**src/rtl/gpio_port_pkg.sv**
```systemverilog
package gpio_port_pkg;
    localparam int unsigned PORT_W = 8;

    // Register byte addresses
    localparam logic [7:0] ADDR_DIR = 8'hAF;
    localparam logic [7:0] ADDR_IN  = 8'hCF;
    localparam logic [7:0] ADDR_OUT = 8'hEF;

    // Values after reset
    localparam logic [7:0] DIR_RST  = 8'h00;
    localparam logic [7:0] IN_RST   = 8'hFF;
    localparam logic [7:0] OUT_RST  = 8'h00;
    localparam logic [7:0] RD_IDLE  = 8'h00;

    // Bit positions of the shared pins
    localparam int unsigned PIN_INT = 6;
    localparam int unsigned PIN_WRH = 7;
endpackage : gpio_port_pkg

```
**src/rtl/eight_bit_general_purpose_port.sv**
```systemverilog
`timescale 1ns/1ns
// Notes on behaviour
// Direction bit zero makes pin high-impedance input
// Direction bit one drives output bit push-pull
// Weak pull-ups until direction register written
// Input register returns sampled pin levels
// Input register reads all ones after reset
// Output register sets levels on output pins
// Output register clears to zero on reset
// Pins seven and six take alternate functions
// Reset initialises all port registers
// Warm reset held low at least 1 ms; rst_i here is active high, and one clock edge with it high resets the port
// Reset already asserted at power-up accepted
// Direction register clears to zero on reset
module eight_bit_general_purpose_port (
    input  wire logic       sys_clk_i,
    input  wire logic       rst_i,
    input  wire logic [7:0] reg_addr_i,
    input  wire logic       reg_wr_i,
    input  wire logic       reg_rd_i,
    input  wire logic [7:0] reg_wdata_i,
    output logic      [7:0] reg_rdata_o,
    input  wire logic [7:0] pin_i,
    output logic      [7:0] pin_o,
    output logic      [7:0] pin_oe_o,
    output logic      [7:0] pin_pullup_o,
    input  wire logic       alt_int_sel_i,
    input  wire logic       alt_wrh_sel_i,
    input  wire logic       int_n_i,
    output logic            wrh_n_o
);
    logic [7:0] port_direction_config_r;
    logic [7:0] port_pin_level_output_r;
    logic [7:0] pin_meta_r;
    logic [7:0] port_pin_level_input_r;
    logic [7:0] rdata_r;
    logic       dir_written_r;
    logic [7:0] rdata_nxt;

    wire        hit_dir = (reg_addr_i == gpio_port_pkg::ADDR_DIR);
    wire        hit_in  = (reg_addr_i == gpio_port_pkg::ADDR_IN);
    wire        hit_out = (reg_addr_i == gpio_port_pkg::ADDR_OUT);
    wire        wr_dir  = reg_wr_i && hit_dir;
    wire        wr_out  = reg_wr_i && hit_out;

    // Unmapped addresses read as zero
    assign rdata_nxt = hit_in  ? port_pin_level_input_r  :
                       hit_dir ? port_direction_config_r :
                       hit_out ? port_pin_level_output_r : gpio_port_pkg::RD_IDLE;

    // R9 register init
    // level-sensitive, no edge needed
    // direction clears
    // output clears
    always_ff @(posedge sys_clk_i) begin
        if (rst_i) begin
            port_direction_config_r <= gpio_port_pkg::DIR_RST;
            port_pin_level_output_r <= gpio_port_pkg::OUT_RST;
            dir_written_r           <= 1'b0;
        end else begin
            if (wr_dir) begin
                port_direction_config_r <= reg_wdata_i;
                dir_written_r           <= 1'b1;
            end
            // output register write
            if (wr_out) begin
                port_pin_level_output_r <= reg_wdata_i;
            end
        end
    end

    // Pins are asynchronous, so two flops before any reader
    // input reads ones
    // pin sampling
    always_ff @(posedge sys_clk_i) begin
        if (rst_i) begin
            pin_meta_r             <= gpio_port_pkg::IN_RST;
            port_pin_level_input_r <= gpio_port_pkg::IN_RST;
        end else begin
            pin_meta_r             <= pin_i;
            port_pin_level_input_r <= pin_meta_r;
        end
    end

    // registered read data
    always_ff @(posedge sys_clk_i) begin
        if (rst_i) begin
            rdata_r <= gpio_port_pkg::RD_IDLE;
        end else if (reg_rd_i) begin
            rdata_r <= rdata_nxt;
        end
    end
    assign reg_rdata_o = rdata_r;

    // input high-impedance
    // push-pull output
    // alternate pin functions
    always_comb begin
        pin_o    = port_pin_level_output_r;
        pin_oe_o = port_direction_config_r;
        if (alt_int_sel_i) begin
            pin_o[gpio_port_pkg::PIN_INT]    = int_n_i;
            pin_oe_o[gpio_port_pkg::PIN_INT] = 1'b1;
        end
        if (alt_wrh_sel_i) begin
            pin_o[gpio_port_pkg::PIN_WRH]    = 1'b0;
            pin_oe_o[gpio_port_pkg::PIN_WRH] = 1'b0;
        end
    end

    // strobe taken from synchronised pin
    assign wrh_n_o = alt_wrh_sel_i ? port_pin_level_input_r[gpio_port_pkg::PIN_WRH] : 1'b1;

    // pull-ups until configured
    assign pin_pullup_o = {8{~dir_written_r}};
endmodule : eight_bit_general_purpose_port

```
**config.mk**
```make
export PLATFORM = sky130hd
export DESIGN_NAME = eight_bit_general_purpose_port
export DESIGN_NICKNAME = d
export VERILOG_FILES = /design/src/rtl/gpio_port_pkg.sv /design/src/rtl/eight_bit_general_purpose_port.sv
export SDC_FILE = /design/constraint.sdc
export NUM_CORES = 1
export LEC_CHECK = 0
export ABC_CLOCK_PERIOD_IN_PS = 1300
export BUFFER_PORTS_ARGS = -buffer_cell sky130_fd_sc_hd__buf_2
export CORE_MARGIN = 4
export CORE_UTILIZATION = 44
export CTS_CLUSTER_SIZE = 30
export DETAILED_ROUTE_END_ITERATION = 10
export MAX_ROUTING_LAYER = met4
export PLACE_DENSITY_LB_ADDON = 0.2
export SYNTH_ARGS = -nofsm -noshare
export SYNTH_HDL_FRONTEND = slang
export SYNTH_SLANG_ARGS = --single-unit
```
**constraint.sdc**
```tcl
create_clock -name sys_clk_i -period 1.3 [get_ports sys_clk_i]
set_clock_uncertainty 0.1 [all_clocks]
set_input_delay 0.26 -clock sys_clk_i [delete_from_list [all_inputs] [get_ports sys_clk_i]]
set_output_delay 0.26 -clock sys_clk_i [all_outputs]
set_load 0.03 [all_outputs]
```
======== Word level (Yosys, flattened, before mapping) ========
Cells that the tools add are included.
storage, ports and cells
  flip-flop bits (word level) ............. 41
  bits in latches ......................... 0
  memory bits (writable) .................. 0
  ROM bits ................................ 0
  bits of input ports ..................... 31
  logic and storage cells ................. 20
  memories ................................ 0
cells by class
  add/subtract/negate cells ............... 0
  multipliers ............................. 0
  div/mod/pow operators ................... 0
  $lt $le $gt $ge ......................... 0
  equal/unequal tests ..................... 3
  shifts and indexed selects .............. 0
  mux-type cells .......................... 8
  bitwise gates (word level) .............. 1
  reduce and logical (&&, ||, !) cells .... 2
operators by type and width
  operator              number
  $eq A8 B8 Y1 const B  3
  $mux W8               3
  $mux W1               5
  $logic_and A1 B1 Y1   2
  $not A1 Y1            1

======== Logic depth before layout (Yosys ltp) ========
  depth after elaboration ................. 4
  depth in mapped cells ................... 5
  mapped depth without buffers ............ 3

======== Least setup slack after synthesis ========
Ideal clock, no wire load.
  kind .................................... in2reg
  start ................................... in reg_addr_i[4]
  end ..................................... reg port_direction_config_r[0]
  setup time .............................. 0.072 ns
  arrival ................................. 1.133 ns
  setup slack ............................. -0.004 ns
  stages .................................. 5
  buffers on the path ..................... 2
  cells stage by stage .................... and4b_1 > buf_6 > and4_4 > buf_12 > mux2i_1
between the ends
  longest elaborated chain between the ends .. 2
ends and longest elaborated chain
  item                  line                                  RTL
  from (decl)           eight_bit_general_purpose_port.sv:18  input wire logic [7:0] reg_addr_i,
  $eq A8 B8 Y1          eight_bit_general_purpose_port.sv:40  wire hit_dir = (reg_addr_i == gpio_port_pkg::ADDR_DIR);
  $logic_and A1 B1 Y1   eight_bit_general_purpose_port.sv:43  wire wr_dir = reg_wr_i && hit_dir;
  to (signal assigned)  eight_bit_general_purpose_port.sv:57  port_direction_config_r <= gpio_port_pkg::DIR_RST;
  to (signal assigned)  eight_bit_general_purpose_port.sv:62  port_direction_config_r <= reg_wdata_i;
  to (decl)             eight_bit_general_purpose_port.sv:32  logic [7:0] port_direction_config_r;
Every way passes these cells.
A chain may end at the register's enable or synchronous reset.

======== Worst setup path in the final report ========
  start ................................... reg port_pin_level_output_r[6]
  end ..................................... out pin_o[6]
between the ends
  longest elaborated chain between the ends .. 1
ends and longest elaborated chain
  item                    line                                   RTL
  from (decl)             eight_bit_general_purpose_port.sv:33   logic [7:0] port_pin_level_output_r;
  from (signal assigned)  eight_bit_general_purpose_port.sv:58   port_pin_level_output_r <= gpio_port_pkg::OUT_RST;
  from (signal assigned)  eight_bit_general_purpose_port.sv:67   port_pin_level_output_r <= reg_wdata_i;
  $mux W1                 eight_bit_general_purpose_port.sv:101  if (alt_int_sel_i) begin
  to (decl)               eight_bit_general_purpose_port.sv:24   output logic [7:0] pin_o,
Every way passes these cells.

==> summary by stage <==
Setup path
The critical path in this run is classified as reg2out. Of all nets on the critical path, the largest fanout is 2. On the worst path, the slowest cell contributes a delay of 0.32 ns. The worst path arrival time is just over 1 ns. The worst setup path is captured at an output port.

The critical path required time is around 0.94 ns. Together, buffers and inverters on the worst path number 1. The worst setup path is launched from a flip-flop. The cell with the largest stage delay on the worst path is dfxtp_2. The kind of cell with the highest combined delay along the critical path is flip-flops.

The critical path goes through mux2_4 > buf_6.

Routing
The routed layout has 1469 vias. For this run, design rule violations remaining after detail routing come to 0. The number of nets with antenna violations after detailed routing is 0. The average wire length per cell after detail routing is ~15 µm. For this run, the detailed router's first-pass iteration total came to 4. Dividing the detail-routed via count by the number of cells gives 5.08. The first routing iteration left just over 100 violations. Wires add up to 4.19 mm.

GRT
The global-route wire length before repair is 6.44 mm. The initial antenna violation count is 0. For this run, the total global-route usage over all layers was measured as 0.167.

After global routing the overflow that remains totals 0. The number of global-route vias before repair came to 1323. Entering global routing, the biggest net connects 24 pins.

Finish
The number of nets in the final layout is 269. Once layout is complete, the cells apart from fillers number a little under 300. 0 antenna diodes ended up in the layout. In the final layout, the share of cells above drive strength 1 is 0.515. Compared with the post-synthesis result, the final layout area differs by 25.3%.

STA
The final hold violation count was 0. Hold is met by between 0.04 and 0.05 ns. The number of endpoints failing setup at the final stage is 2. The final period utilization is 1.06.

The maximum clock rate is slightly above 0.7 GHz. The setup slack of the critical path after layout is -0.0754 ns. The clock period minus final worst setup slack is between 1 and 1.5 ns. Headroom to the max-slew limit came out at 0.813. Setup repair after global routing could not meet its margin everywhere. The final number of max-transition violations is 0. The transition time at the pin with the least slew margin is between 0.2 and 0.3 ns.

Power and ir drop
The power density over the cells is roughly 1000 mW/mm². The static leakage power is between 0.9 and 1 nW. Across the VDD grid, the largest voltage drop is 745 µV.

Clock tree
The clock root buffer is clkbuf_8. The number of H-tree branching levels is 2. The number of clock buffers inserted by TritonCTS is 5. After clock tree synthesis, the clock-pin slew on the worst setup and hold paths is ~0.070 ns. CTS saw 41 sinks. The clock reaches the later pin of the worst-skew pair after ~0.29 ns. No sink is reached through more buffers than the 2 on the longest clock path.

TritonCTS built the clock tree.

Die
In this run the count of I/O pins placed on the die edge is 64. The die is 72.8 µm tall. The width of the die is ~73 µm. The floorplan step defined a die boundary enclosing about 0.0053 mm². The count of standard-cell rows is 23. The initial utilization of the core area, before any placement, comes to 0.458. The core outline area is approximately 0.0040 mm².

Synthesis
The cell count after synthesis came out at approximately 190. The share of the Yosys chip area taken by registers is 0.445. The synthesized area divided by synthesized cell count is between 9 and 10 µm².

The Yosys step of the flow raised 0 warnings. The number of nets handed over by synthesis was approximately 220. The netlist area before placement is between 0.0015 and 0.002 mm². Counting distinct cell types in the post-synthesis netlist gives 27.

The synthesized design contains 41 register bits.

Worst hold path
The tightest min-delay check is of the in2reg type.

Placed design
The number of input and output port buffers inserted is between 60 and 70. At the end of routability-driven placement, the weighted congestion stood at about 0.82. The HPWL after detailed placement is between 3 and 4 mm. The number of placed instances with taps included is 277.

Flow run
The number of violations of the max-capacitance limit is 0.

Outcome
The checks that failed: negative setup slack. The run finished, with violations left.
[layer usage]
layer  vias to the layer above  track usage  part of all wire
met5                         -            -                 0
met4                         0       0.0615            0.0043
met3                         2       0.0482             0.063
met2                        49        0.263              0.51
met1                       685        0.202              0.43
li1                        733            -                 -
[sequential cells by signal, summed over array words and instances, names as in the netlist]
signal                   cells
dir_written_r                1
port_pin_level_input_r       8
reg_rdata_o                  8
port_direction_config_r      8
pin_meta_r                   8
port_pin_level_output_r      8
[per-stage QoR]
stage	total power, mW	util	worst slack, ns	TNS (ns)	instance area [µm²]
4_1_cts	2.44	0.560	-0.0844	-0.150	2260
2_1_floorplan	1.44	-	0.0166	0	1850
5_1_grt	2.53	0.574	-0.111	-0.364	2310
3_3_place_gp	1.54	0.520	-0.162	-2.26	2100
3_5_place_dp	1.54	0.520	-0.166	-2.35	2100
6_report	2.42	0.574	-0.0754	-0.125	2310
[cells by family after synthesis]
group	Yosys count	share of synthesized area
multiplexers	17	0.0983
buffers and inverters	41	0.138
AND/OR/NAND/NOR	53	0.188
flip-flops	41	0.445
AO/OA/AOI/OAI	33	0.130
[cell type report]
type	instances	area, µm²
multi-input cells	103	786
well taps	50	62.6
repair buffers	78	500
inverters	9	33.8
clock inverters	1	5.00
clock buffers	7	96.3
flip-flops and latches	41	828
fillers	385	1720
[what timing repair did]
| action | in CTS | in global routing |
|---|---|---|
| pin swaps | 0 | 0 |
| hold buffers | 0 | 0 |
| gates resized for setup | 13 | 27 |
| endpoints found under the setup margin | 12 | 14 |
| setup buffers | 4 | 0 |
[power breakdown]
| group | switching (mW) | internal, mW |
|---|---|---|
| Combinational | 0.117 | 0.121 |
| Sequential | 0.00611 | 1.28 |
| Clock | 0.420 | 0.479 |
| Total | 0.544 | 1.88 |
[path summary, 6_finish.rpt]
check	start	to	slack [ns]	cells past startpoint
worst max-delay path	port_pin_level_output_r[6]	pin_o[6]	-0.08	2
worst min-delay path	pin_i[5]	pin_meta_r[5]	0.04	2
worst max register to register	port_pin_level_output_r[6]	reg_rdata_o[6]	0.12	4
worst min register to register	pin_meta_r[1]	port_pin_level_input_r[1]	0.31	1
[cells in the mapped netlist (all sizes together)]
cell     n  area (µm²)
a22oi    8        60.1
and4     1        11.3
nand3    1        5.00
and3     1        6.26
inv      9        33.8
nand4b   2        23.8
or2     17         106
o21ba    1        10.0
a21oi    8        40.0
and2     1        6.26
nand2    1        3.75
mux2     9         101
o32ai    8        70.1
buf     25         194
o31ai    8        60.1
nor2b    3        18.8
and4b    1        10.0
clkbuf   7        27.5
nand4    8        50.1
dfxtp   41         821
mux2i    8        80.1
nand2b  17         106
[cells in the final DEF (no fill, tap or decap), types with 2 or more instances in the layout]
cell type,instances
a21oi_1,8
a22oi_1,8
buf_2,48
buf_4,21
buf_6,6
clkbuf_4,2
clkbuf_8,7
dfxtp_1,35
dfxtp_2,6
inv_1,8
mux2_2,8
mux2i_1,8
nand2b_1,17
nand4_1,8
o31ai_1,8
o32ai_1,8
or2_2,16
(Power assumes the default switching activity.)
